--- config.mk ---
export PLATFORM = sky130hd
export DESIGN_NAME = acs_sequencer
export DESIGN_NICKNAME = d
export VERILOG_FILES = /design/src/hdl/acs_pkg.sv /design/src/hdl/acs_sequencer.sv
export SDC_FILE = /design/constraint.sdc
export NUM_CORES = 1
export LEC_CHECK = 0
export ABC_AREA = 1
export BUFFER_PORTS_ARGS = -buffer_cell sky130_fd_sc_hd__buf_2
export CAP_MARGIN = 15
export CORE_ASPECT_RATIO = 1.25
export CORE_MARGIN = 2
export CORE_UTILIZATION = 51
export CTS_BUF_LIST = sky130_fd_sc_hd__clkbuf_16
export DETAILED_ROUTE_END_ITERATION = 8
export GPL_TIMING_DRIVEN = 1
export HOLD_SLACK_MARGIN = 0.03
export PLACE_DENSITY = 0.87
export SETUP_SLACK_MARGIN = 0.5
export SLEW_MARGIN = 20
export SYNTH_ARGS = -nofsm -noshare
export SYNTH_HDL_FRONTEND = slang
export SYNTH_SLANG_ARGS = --single-unit
--- constraint.sdc ---
create_clock -name mclk -period 2.4 [get_ports mclk]
set_input_delay 0 -clock mclk [delete_from_list [all_inputs] [get_ports mclk]]
set_output_delay 0 -clock mclk [all_outputs]
set_load 0.02 [all_outputs]
--- src/hdl/acs_pkg.sv ---
// Package for the converter sequencer: constants, modes and port carriers
package acs_pkg;
  localparam int ACS_RES_W = 10;
  localparam int ACS_GRP_A = 16;
  localparam int ACS_GRP_B = 8;
  localparam int ACS_CH_W = 5;
  localparam int ACS_CAL_CYCLES = 40630;
  localparam int ACS_PER_W = 8;
  localparam logic [ACS_CH_W-1:0] ACS_CH_ZERO = 5'h00;
  localparam logic [ACS_PER_W-1:0] ACS_PER_ONE = 8'h01;

  // Conversion modes
  typedef enum logic [1:0] {
    ACS_SINGLE_ONE = 2'h0,
    ACS_CONT_ONE = 2'h1,
    ACS_SCAN_ONCE = 2'h2,
    ACS_SCAN_CONT = 2'h3
  } acs_mode_t;

  // Converter control bits, steered by software
  typedef struct packed {
    acs_mode_t mode;
    logic wait_for_read_enable;
    logic group_sel;
    logic [ACS_CH_W-1:0] channel;
    logic [ACS_PER_W-1:0] sample_period;
    logic [ACS_PER_W-1:0] conv_period;
  } acs_ctrl_t;

  // A completed result with its channel
  typedef struct packed {
    logic [ACS_CH_W-1:0] channel;
    logic [ACS_RES_W-1:0] value;
  } acs_result_t;
endpackage

--- src/hdl/acs_sequencer.sv ---
// Conversion sequencer for a 10-bit multiplexed analog-to-digital converter
`timescale 1ns/10ps
module acs_sequencer #(
  parameter int CAL_CYCLES = acs_pkg::ACS_CAL_CYCLES
) (
  // Clock and reset
  input wire logic mclk,
  input wire logic rstn,
  // Software control
  input wire acs_pkg::acs_ctrl_t ctrl,
  input wire logic start,
  input wire logic stop,
  input wire logic inject_req,
  input wire logic [acs_pkg::ACS_CH_W-1:0] inject_channel,
  input wire logic result_read,
  input wire logic inject_read,
  // Analog core interface
  output logic [acs_pkg::ACS_CH_W-1:0] mux_channel,
  output logic mux_group,
  output logic sample,
  output logic convert_strobe,
  input wire logic convert_done,
  input wire logic [acs_pkg::ACS_RES_W-1:0] convert_value,
  output logic cal_run,
  // Digital view of the channel pins
  input wire logic [acs_pkg::ACS_GRP_A-1:0] pins_group_a,
  input wire logic [acs_pkg::ACS_GRP_B-1:0] pins_group_b,
  output logic [acs_pkg::ACS_GRP_A-1:0] digital_group_a,
  output logic [acs_pkg::ACS_GRP_B-1:0] digital_group_b,
  // Status and results
  output logic converter_busy_flag,
  output logic running,
  output acs_pkg::acs_result_t conversion_result_register,
  output acs_pkg::acs_result_t injection_result_register,
  output logic result_valid,
  output logic inject_valid,
  output logic complete_irq,
  output logic inject_irq,
  output logic overrun_irq
);
  import acs_pkg::*;

  localparam int CAL_W = $clog2(CAL_CYCLES + 1);

  typedef enum logic [2:0] {
    ST_CAL, ST_IDLE, ST_SAMPLE, ST_CONVERT, ST_WAIT, ST_HOLD
  } acs_state_t;

  acs_state_t state;
  logic [CAL_W-1:0] cal_count;
  logic [ACS_PER_W-1:0] period_count;
  logic [ACS_CH_W-1:0] cur_channel;
  logic injecting;
  logic inject_pending;
  logic [ACS_CH_W-1:0] inject_ch;
  logic stop_pending;
  acs_result_t held;

  // Continuous modes loop until a stop request; scan modes walk channels downward
  function automatic logic is_cont(input acs_mode_t m);
    return (m == ACS_CONT_ONE) || (m == ACS_SCAN_CONT);
  endfunction

  function automatic logic is_scan(input acs_mode_t m);
    return (m == ACS_SCAN_ONCE) || (m == ACS_SCAN_CONT);
  endfunction

  // Zero period would stall nothing, so treat it as one cycle
  function automatic logic [ACS_PER_W-1:0] eff_period(input logic [ACS_PER_W-1:0] p);
    return (p == '0) ? ACS_PER_ONE : p;
  endfunction

  always_ff @(posedge mclk or negedge rstn) begin
    if (!rstn) begin
      cal_count <= '0;
    end else if (state == ST_CAL) begin
      cal_count <= cal_count + CAL_W'(1);
    end
  end

  assign converter_busy_flag = (state == ST_CAL);
  assign cal_run = (state == ST_CAL);
  assign running = (state != ST_CAL) && (state != ST_IDLE);

  // Injection request latch, honoured only in continuous modes
  // Only one injection queues; a second request while one is pending is dropped
  always_ff @(posedge mclk or negedge rstn) begin
    if (!rstn) begin
      inject_pending <= 1'b0;
      inject_ch <= ACS_CH_ZERO;
    end else if (inject_req && !inject_pending && running && is_cont(ctrl.mode)) begin
      inject_pending <= 1'b1;
      inject_ch <= inject_channel;
    end else if (state == ST_SAMPLE && period_count == '0 && inject_pending && !injecting) begin
      inject_pending <= 1'b0;
    end
  end

  // Stop request stays pending until the sequencer next returns to idle
  // Never cuts a conversion short, so no half-finished result is stored
  always_ff @(posedge mclk or negedge rstn) begin
    if (!rstn) begin
      stop_pending <= 1'b0;
    end else if (state == ST_IDLE) begin
      stop_pending <= 1'b0;
    end else if (stop) begin
      stop_pending <= 1'b1;
    end
  end

  // Main sequencing state machine
  always_ff @(posedge mclk or negedge rstn) begin
    if (!rstn) begin
      state <= ST_CAL;
      period_count <= '0;
      cur_channel <= ACS_CH_ZERO;
      injecting <= 1'b0;
    end else begin
      case (state)
        ST_CAL: begin
          // no start honoured until calibration ends
          if (cal_count == CAL_W'(CAL_CYCLES - 1)) begin
            state <= ST_IDLE;
          end
        end
        ST_IDLE: begin
          // start ignored while busy (never reached in calibration)
          if (start) begin
            cur_channel <= ctrl.channel;
            period_count <= eff_period(ctrl.sample_period);
            state <= ST_SAMPLE;
          end
        end
        ST_SAMPLE: begin
          if (period_count == '0) begin
            if (inject_pending && !injecting) begin
              injecting <= 1'b1;
              period_count <= eff_period(ctrl.sample_period);
            end else begin
              period_count <= eff_period(ctrl.conv_period);
              state <= ST_CONVERT;
            end
          end else begin
            period_count <= period_count - ACS_PER_ONE;
          end
        end
        ST_CONVERT: begin
          if (period_count == '0) begin
            state <= ST_WAIT;
          end else begin
            period_count <= period_count - ACS_PER_ONE;
          end
        end
        ST_WAIT: begin
          if (convert_done) begin
            if (injecting) begin
              // resume the interrupted mode on the same channel
              injecting <= 1'b0;
              period_count <= eff_period(ctrl.sample_period);
              state <= ST_SAMPLE;
            end else if (is_cont(ctrl.mode) && ctrl.wait_for_read_enable && result_valid && !result_read) begin
              state <= ST_HOLD;
            end else begin
              state <= ST_IDLE;
              // single conversion stops after one result
              if (ctrl.mode != ACS_SINGLE_ONE && !stop_pending) begin
                if (is_scan(ctrl.mode) && cur_channel != ACS_CH_ZERO) begin
                  cur_channel <= cur_channel - 5'h01;
                  state <= ST_SAMPLE;
                end else if (is_cont(ctrl.mode)) begin
                  cur_channel <= is_scan(ctrl.mode) ? ctrl.channel : cur_channel;
                  state <= ST_SAMPLE;
                end
              end
              period_count <= eff_period(ctrl.sample_period);
            end
          end
        end
        ST_HOLD: begin
          if (result_read) begin
            period_count <= eff_period(ctrl.sample_period);
            if (stop_pending) begin
              state <= ST_IDLE;
            end else if (is_scan(ctrl.mode) && cur_channel != ACS_CH_ZERO) begin
              cur_channel <= cur_channel - 5'h01;
              state <= ST_SAMPLE;
            end else begin
              cur_channel <= is_scan(ctrl.mode) ? ctrl.channel : cur_channel;
              state <= ST_SAMPLE;
            end
          end
        end
        default: state <= ST_IDLE;
      endcase
    end
  end

  // Group select is live: changing it during sampling affects that sample
  // multiplexer selection
  assign mux_channel = injecting ? inject_ch : cur_channel;
  assign mux_group = ctrl.group_sel;
  assign sample = (state == ST_SAMPLE);
  assign convert_strobe = (state == ST_CONVERT) && (period_count == '0);

  always_ff @(posedge mclk or negedge rstn) begin
    if (!rstn) begin
      digital_group_a <= '0;
      digital_group_b <= '0;
    end else begin
      digital_group_a <= pins_group_a;
      digital_group_b <= pins_group_b;
    end
  end

  // Temporary buffer for a result waiting on a read
  // Captured on every regular result so a hold can release it unchanged
  always_ff @(posedge mclk or negedge rstn) begin
    if (!rstn) begin
      held <= '0;
    end else if (state == ST_WAIT && convert_done && !injecting) begin
      held <= '{channel: cur_channel, value: convert_value};
    end
  end

  // Result register, valid flag and events; a new result wins over a read
  // A read landing with a new result must not hide that new result
  always_ff @(posedge mclk or negedge rstn) begin
    if (!rstn) begin
      conversion_result_register <= '0;
      result_valid <= 1'b0;
      complete_irq <= 1'b0;
      overrun_irq <= 1'b0;
    end else begin
      complete_irq <= 1'b0;
      overrun_irq <= 1'b0;
      if (state == ST_WAIT && convert_done && !injecting && !(state == ST_WAIT &&
          is_cont(ctrl.mode) && ctrl.wait_for_read_enable && result_valid && !result_read)) begin
        conversion_result_register <= '{channel: cur_channel, value: convert_value};
        result_valid <= 1'b1;
        complete_irq <= 1'b1;
        overrun_irq <= result_valid && !result_read;
      end else if (state == ST_HOLD && result_read) begin
        conversion_result_register <= held;
        result_valid <= 1'b1;
        complete_irq <= 1'b1;
      end else if (result_read) begin
        result_valid <= 1'b0;
      end
    end
  end

  always_ff @(posedge mclk or negedge rstn) begin
    if (!rstn) begin
      injection_result_register <= '0;
      inject_valid <= 1'b0;
      inject_irq <= 1'b0;
    end else begin
      inject_irq <= 1'b0;
      if (state == ST_WAIT && convert_done && injecting) begin
        injection_result_register <= '{channel: inject_ch, value: convert_value};
        inject_valid <= 1'b1;
        inject_irq <= 1'b1;
      end else if (inject_read) begin
        inject_valid <= 1'b0;
      end
    end
  end
endmodule // acs_sequencer

==> out/qor.yml, run 1 <==
placement:
  post-place-ws_ns: 0.402
  numPortBuffers: 139
  dp_hpwl_um: 9620
  routabilityCongestion: 0.969
sta:
  slew_violations: 0
  fin_crit_sh_pct: 75.5
  setup_tns_ns: 0
  hold_ws_ns: 0.0438
  finalClockSkew_ns: 0.0143
  hold_violations: 0
  setup_viol: 0
  setup_ws_ns: 0.588
  worst_pin_slew_ns: 0.975
  fmax_ghz: 0.552
  max-slew-margin-rel_pct: 34.8
  period_minus_slack_ns: 1.81
  rsz0062_at_grt: "no"
status:
  status: "complete, no violations"
clock_tree:
  cts-root-buf: "clkbuf_16"
  insertion_delay_ns: 0.42
  clk_pin_slew_ns: 0.06
  cts_sinks: 114
  numCtsBuffers: 17
  htreeDepth: 4
  cts.path.max_buffers: 2
  cts_tree: "done"
power:
  sw_frac_of_total_pct: 24.0
  leakagePower_uw: 0.00409
  comb_power_share_pct: 5.9
  internal_power_uw: 3500
  max-vdd-ir-drop_mv: 0.659
  p_sw_uw: 1110
  pwr-share-clk_pct: 51.8
  seqPwrFrac_pct: 42.3
  p_per_area_nw_per_um2: 604
logic_synthesis:
  yosysSeqAreaShare_pct: 50.7
  syn_inst: 628
  netlist_area_sq_um: 5620
  syn_nets: 706
  synth.distinct_cells: 39
  synth-seq-cells: 114
  synth-warning-count: 0
  avgSynthCellArea_sq_um: 8.95
hold_path:
  hold_path_class: "primary input to register"
  hold_start: "ctrl[0]"
flow_run:
  cap_viol_max_count: 0
worst_setup_path:
  path_class: "register to primary output"
  r2r_start: "period_count[0]"
  crit_path_start: "period_count[0]"
  crit_path_max_incr_delay_ns: 0.41
  cp_max_fo: 5
  endpoint_kind: "primary output"
  startpoint_type: "register"
  crit_chain: "inv_1 > ha_1 > nand3_1 > nor2_4 > nand2_1 > inv_1 > buf_2"
  cpMaxStageDelayCell: "dfrtp_1"
  crit_top_cell: "inv_1"
  worst_ep_required_time_ns: 2.40
  cp.arrival_ns: 1.81
  regToRegSetupSlack_ns: 0.64
floorplanning:
  die_h_um: 121
  rows: 42
  ioPinCount: 142
  coreArea_sq_um: 10700
  start_util_pct: 52.7
  die_x_um: 97.9
  dieArea_sq_um: 11900
finish:
  post-route-util_pct: 71.6
  drive_gt1_share_pct: 30.4
  num_antenna_cells: 0
  nets: 918
  syn_to_final_growth_pct: 35.8
  multi_input_area_sq_um: 2360
  regArea_sq_um: 2860
  n_fill_cell: 723
drt:
  drtIter0Drc: 350
  drcViolationCount: 0
  drt_wl_total_um: 15600
  routed_via_density: 5.25
  vias: 5171
  ant_nets: 0
  routedWlPerCell_um: 15.8
  drt-pass1-iter-count: 5
grt:
  grt_pass1_wl_um: 25700
  grtUsageTotal_pct: 27.7
  antenna_found_initial: 0
  grt_max_degree: 94
  grt_overflow: 0
  grt_pass1_vias: 5436
stage by stage:
| stage | power (uW) | cells | instance area, sq um |
|---|---|---|---|
| final | 4610 | 985 | 7630 |
| after global routing | 4770 | 985 | 7630 |
| after CTS | 4610 | 979 | 7560 |
| after detailed placement | 2180 | 889 | 6410 |
| after global placement | 2170 | 889 | 6410 |
| after floorplan | 2040 | 628 | 5620 |
cells in the final DEF (no fill, tap or decap), drive strengths merged:
| cell | count |
|---|---|
| clkbuf | 17 |
| xnor2 | 5 |
| dlygate4sd3 | 58 |
| clkinvlp | 3 |
| xor2 | 12 |
| a21oi | 3 |
| o2111ai | 1 |
| o211ai | 6 |
| o22ai | 1 |
| dfrtp | 114 |
| bufinv | 2 |
| buf | 148 |
| inv | 81 |
| mux2 | 25 |
| ha | 6 |
| nor2 | 51 |
| a22oi | 1 |
| nand3 | 50 |
| nand3b | 1 |
| nor3 | 5 |
| o21ai | 40 |
| nand2 | 207 |
| o21a | 1 |
| clkinv | 10 |
| nand4 | 5 |
kinds of logic after synthesis:
group                    synth area share, %
buffers and inverters                   7.65
flip-flops                              50.7
AND/OR/NAND/NOR                         26.5
adder cells (fa/ha/maj)                 1.34
AO/OA/AOI/OAI                           5.50
XOR/XNOR                                2.65
multiplexers                            5.67
cells in the mapped netlist, drive strengths merged:
| library cell | number | area [sq um] |
|---|---|---|
| o21ai | 40 | 215 |
| mux2 | 25 | 319 |
| nand2 | 207 | 858 |
| nand4 | 5 | 31.3 |
| buf | 12 | 104 |
| nand3b | 1 | 7.51 |
| xnor2 | 5 | 43.8 |
| xor2 | 12 | 105 |
| o2111ai | 1 | 8.76 |
| nor3 | 5 | 25.0 |
| o21a | 1 | 7.51 |
| clkinv | 2 | 7.51 |
| o22ai | 1 | 6.26 |
| nor2 | 51 | 298 |
| a22oi | 1 | 7.51 |
| inv | 78 | 298 |
| bufinv | 1 | 17.5 |
| o211ai | 6 | 45.0 |
| ha | 6 | 75.1 |
| nand3 | 50 | 268 |
| a21oi | 3 | 18.8 |
| clkbuf | 1 | 3.75 |
| dfrtp | 114 | 2850 |
registers in the layout (all words and copies together), names as in the netlist:
| name | count |
|---|---|
| cal_count | 16 |
| digital_group_a | 16 |
| conversion_result_register | 15 |
| held | 15 |
| injection_result_register | 15 |
| digital_group_b | 8 |
| period_count | 8 |
| cur_channel | 5 |
| inject_ch | 5 |
| state | 3 |
| complete_irq | 1 |
| inject_irq | 1 |
| inject_pending | 1 |
| inject_valid | 1 |
| injecting | 1 |
| overrun_irq | 1 |
| result_valid | 1 |
| stop_pending | 1 |
final cells by class:
| class | instances | area share [%] |
|---|---|---|
| Clock buffer | 17 | 5.57 |
| Timing Repair Buffer | 206 | 18.0 |
| Inverter | 81 | 4.23 |
| Multi-Input combinational cell | 420 | 30.9 |
| Clock inverter | 15 | 1.75 |
| Tap cell | 132 | 2.16 |
| Sequential cell | 114 | 37.4 |
repair_timing:
| action | 4_1_cts | 5_1_grt |
|---|---|---|
| setup endpoints to repair | 6 | 28 |
| pin swaps | 0 | 2 |
| hold endpoints to repair | 192 | 0 |
| gates resized for setup | 2 | 6 |
| gates cloned | 0 | 0 |
| buffers inserted | 0 | 6 |
| hold buffers | 58 | 0 |
metal layers:
| metal | vias up | global-route usage (%) | routed length [um] |
|---|---|---|---|
| met5 | - | 0 | 0 |
| met4 | 0 | 11.7 | 506 |
| met3 | 55 | 10.1 | 1190 |
| met2 | 231 | 47.2 | 7970 |
| met1 | 2478 | 31.4 | 5920 |
| li1 | 2407 | - | - |
worst max-delay path, delay by kind of cell (launching register included):
family | cells | cell delay, ns
simple gates | 3 | 0.44
buf+inv | 3 | 0.38
fa+ha+maj | 1 | 0.15
flops | 1 | 0.41
worst paths after layout:
| path | endpoint | cells after the start |
|---|---|---|
| setup / recovery | convert_strobe | 7 |
| hold / removal | period_count[0] | 7 |
| setup reg to reg | period_count[4] | 10 |
| hold reg to reg | cur_channel[1] | 2 |
| max in group asynchronous | cal_count[9] | 3 |
| min in group asynchronous | inject_valid | 3 |
power by group through the flow:
stage,Combinational (uW),Sequential [uW],Clock [uW]
global route,297,1950,2520
CTS,266,1950,2400
global placement,190,1980,0
detailed placement,193,1980,0
floorplan,29.1,2010,0
finish,271,1950,2390
Power figures use the tool's default switching activity.
==> inputs of run 2 (changes only) <==
--- a/config.mk
+++ b/config.mk
@@ -5,17 +5,17 @@
 export SDC_FILE = /design/constraint.sdc
 export NUM_CORES = 1
 export LEC_CHECK = 0
-export ABC_AREA = 1
+export ABC_AREA = 0
 export BUFFER_PORTS_ARGS = -buffer_cell sky130_fd_sc_hd__buf_2
 export CAP_MARGIN = 15
 export CORE_ASPECT_RATIO = 1.25
 export CORE_MARGIN = 2
-export CORE_UTILIZATION = 51
+export CORE_UTILIZATION = 47
 export CTS_BUF_LIST = sky130_fd_sc_hd__clkbuf_16
 export DETAILED_ROUTE_END_ITERATION = 8
 export GPL_TIMING_DRIVEN = 1
 export HOLD_SLACK_MARGIN = 0.03
-export PLACE_DENSITY = 0.87
+export PLACE_DENSITY = 0.86
 export SETUP_SLACK_MARGIN = 0.5
 export SLEW_MARGIN = 20
 export SYNTH_ARGS = -nofsm -noshare
==> constraint.sdc (replaced) <==
create_clock -name mclk -period 1.6 [get_ports mclk]
set_input_delay 0 -clock mclk [delete_from_list [all_inputs] [get_ports mclk]]
set_output_delay 0 -clock mclk [all_outputs]
set_load 0.02 [all_outputs]
==> out/qor.yml, run 2 <==
power:
  comb_power_share_pct: 49.4  # +44 points
  max-vdd-ir-drop_mv: 1.51  # +130%
  internal_power_uw: 9810  # +180%
  p_sw_uw: 6850  # +520%
  total_power_uw: 16700  # +260%
  leakagePower_uw: 0.00452  # +10%
  sw_frac_of_total_pct: 41.1  # +17 points
  pwr-share-clk_pct: 22.6  # -29 points
  seqPwrFrac_pct: 28.0  # -14 points
  p_per_area_nw_per_um2: 1820  # +200%
placement:
  dp_hpwl_um: 9370  # -2.6%
  numPortBuffers: 139  # unchanged
  dp.cells: 783  # -12%
  routabilityCongestion: 0.832  # -14%
flow_run:
  cap_viol_max_count: 0  # unchanged
grt:
  grt_pass1_vias: 5734  # +5.5%
  globalRouteMet3Util_pct: 6.81  # -3.3 points
  grtUsageTotal_pct: 33.5  # +5.8 points
  grt_pass1_wl_um: 30200  # +18%
  grt_use_met1_pct: 38.5  # +7.2 points
  busiest_layer: "met2"
  antenna_found_initial: 2  # +2
  grt_max_degree: 69  # -27%
  grt_overflow: 0  # unchanged
  met2_usage_pct: 57.2  # +10 points
status:
  failed_checks: "negative setup slack"
  status: "finished, violations left"
finish:
  drive_gt1_share_pct: 56.5  # +26 points
  post-route-util_pct: 86.7  # +15 points
  nets: 872  # -5.0%
  syn_to_final_growth_pct: 81.0
  n_fill_cell: 419  # -42%
  top_regs: "cal_count x16, digital_group_a x16"
  final_cells: 940  # -4.6%
  final_cell_mix: "128 x buf_2, 112 x dfrtp_1, 78 x buf_4, 63 x dlygate4sd3_1, 46 x buf_6"
  layout_commonest_cell: "buf_2"
floorplanning:
  die_x_um: 96.8  # -1.2%
  die_h_um: 120  # -1.2%
  coreArea_sq_um: 10600  # -0.99%
  dieArea_sq_um: 11600  # -2.3%
  start_util_pct: 47.9  # -4.8 points
  rows: 42  # unchanged
  ioPinCount: 142  # unchanged
worst_setup_path:
  regToRegSetupSlack_ns: -0.90  # -1.54 ns
  r2r_cells: 8  # -2
  worst_ep_required_time_ns: 1.93  # -0.47 ns
  r2r_start: "period_count[0]"
  endpoint_kind: "register"
  worstReg2RegEnd: "period_count[6]"
  path_class: "register to register"
  cp_max_fo: 3  # -2
  cp.arrival_ns: 2.83  # +1.02 ns
  startpoint_type: "register"
clock_tree:
  cts_sinks: 114  # unchanged
  cts-root-buf: "clkbuf_16"
  numCtsBuffers: 17  # unchanged
  htreeDepth: 4  # unchanged
  clk_pin_slew_ns: 0.05  # about the same
  insertion_delay_ns: 0.44  # +0.02 ns
  cts_tree: "done"
  cts.path.max_buffers: 2  # unchanged
sta:
  slew_violations: 0  # unchanged
  fin_crit_sh_pct: 156
  setup_ws_ns: -0.903  # -1.49 ns
  rsz0062_at_grt: "yes"
  hold_violations: 0  # unchanged
  finalClockSkew_ns: 0.0173  # +0.00300 ns
  setup_tns_ns: -25.37  # -25.37 ns
  fmax_ghz: 0.400
  setup_viol: 84  # +84
  max-slew-margin-rel_pct: 61.5  # +27 points
  period_minus_slack_ns: 2.50
  worst_pin_slew_ns: 0.572  # -0.403 ns
logic_synthesis:
  syn_nets: 541  # -23%
  yosys-top-cells-count: "114 x dfrtp_1, 80 x nand2_1, 40 x o21ai_0"
  synth.most_common_cell: "dfrtp_1"
  synth-seq-cells: 114  # unchanged
  syn_inst: 463  # -26%
  async_reset_ff_share_pct: 100  # unchanged
  synth-edff-count: 0  # unchanged
  yosysSeqAreaShare_pct: 56.4  # +5.7 points
  synth.top_cell.area_share_pct: 56.4  # +5.7 points
  avgSynthCellArea_sq_um: 10.9  # +22%
  synth.distinct_cells: 59  # +51%
  netlist_area_sq_um: 5060  # -10%
  synth_area_leaders: "dfrtp_1 56%, nand2_1 5.9%, mux2_2 5.1%"
  synth.largest_area_cell: "dfrtp_1"
  ys.flop_type: "dfrtp_1"
  synth-warning-count: 0  # unchanged
hold_path:
  hold-path-cell-count: 5  # -2
  whs_endpoint: "period_count[0]"
  hold_path_class: "primary input to register"
  hold_start: "ctrl[8]"
drt:
  drtIter0Drc: 553  # +58%
  ant_nets: 0  # unchanged
  drcViolationCount: 0  # unchanged
  drt-pass1-iter-count: 6  # +1
  routedWlPerCell_um: 26.9  # +70%
  vias: 5920  # +14%
  routed_via_density: 6.30  # +20%
  drt_wl_total_um: 25300  # +62%
## run 2: cell types whose count changed after synthesis, moves of 8 or more
cell      previous run  this run
clkbuf_1             1        11
nand2_2             11         0
mux2_4              10         0
mux2_2              15        23
nand3_1             48         5
nand2_1            190        80
nor2_1              35        25
mux2i_1              0        16
nor2_2               8         0
inv_1               69        11
## run 2: worst max-delay path by stage
stage | slack [ns] | endpoint | from
after CTS | -0.60 | period_count[5] | period_count[0]
final | -0.90 | period_count[6] | period_count[0]
after detailed placement | -0.61 | period_count[5] | period_count[0]
after global routing | -0.91 | period_count[6] | period_count[0]
after global placement | -0.49 | period_count[2] | period_count[0]
after floorplan | -0.50 | period_count[2] | period_count[0]
## run 2: cells by family after synthesis
kind of cell	Yosys count	share of synthesized area, %
buf+inv	37	3.46
xor+xnor	15	2.60
flops	114	56.4
simple gates	169	16.6
compound gates	83	11.1
fa+ha+maj	6	1.48
mux	39	8.29
## run 2: final cells by class
class | count | area [sq um] | area share [%]
Antenna cell | 1 | 2.50 | 0.0273
Clock buffer | 17 | 425 | 4.65
Clock inverter | 15 | 145 | 1.59
Inverter | 12 | 61.3 | 0.670
Multi-Input combinational cell | 317 | 2790 | 30.5
Sequential cell | 114 | 2860 | 31.2
Tap cell | 132 | 165 | 1.80
Timing Repair Buffer | 329 | 2670 | 29.1
Timing Repair inverter | 3 | 43.8 | 0.478
## run 2: per-layer routing
layer,up-vias,share of wire [%]
li1,2313,-
met1,2876,33
met2,516,49
met3,213,9.2
met4,2,8.6
met5,-,0.091
## run 2: power groups by stage
stage	clock network (uW)	registers (uW)	logic, uW
floorplan	0	4810	2680
global placement	0	4280	4970
detailed placement	0	4360	5190
CTS	3640	4370	6250
global route	3890	4690	8450
finish	3760	4670	8230
## run 2: through the flow
stage               cell area, sq um  hold slack [ns]  setup WS [ns]
detailed placement              6480           -0.193         -0.614
finish                          9150            0.135         -0.903
global placement                6480           -0.192         -0.493
global route                    9150            0.150         -0.913
CTS                             8380           0.0462         -0.602
floorplan                       5260           -0.296         -0.496
## run 2: critical path, cell delays in order (launching register included)
cell and delay, ns:
dfrtp_1 0.41, inv_2 0.11, buf_4 0.12, buf_4 0.10, ha_1 0.20, or4b_2 0.69
nor4_1 0.47, a221oi_1 0.09, o21ai_0 0.21
## run 2: repair_timing
item                                   in CTS  in global routing
hold buffers                               63                  0
endpoints found under the hold margin     188                  0
resized for setup                         117                144
gates cloned                                9                  3
setup endpoints to repair                 100                100
pin swaps                                  33                 55
buffers inserted                           29                 20
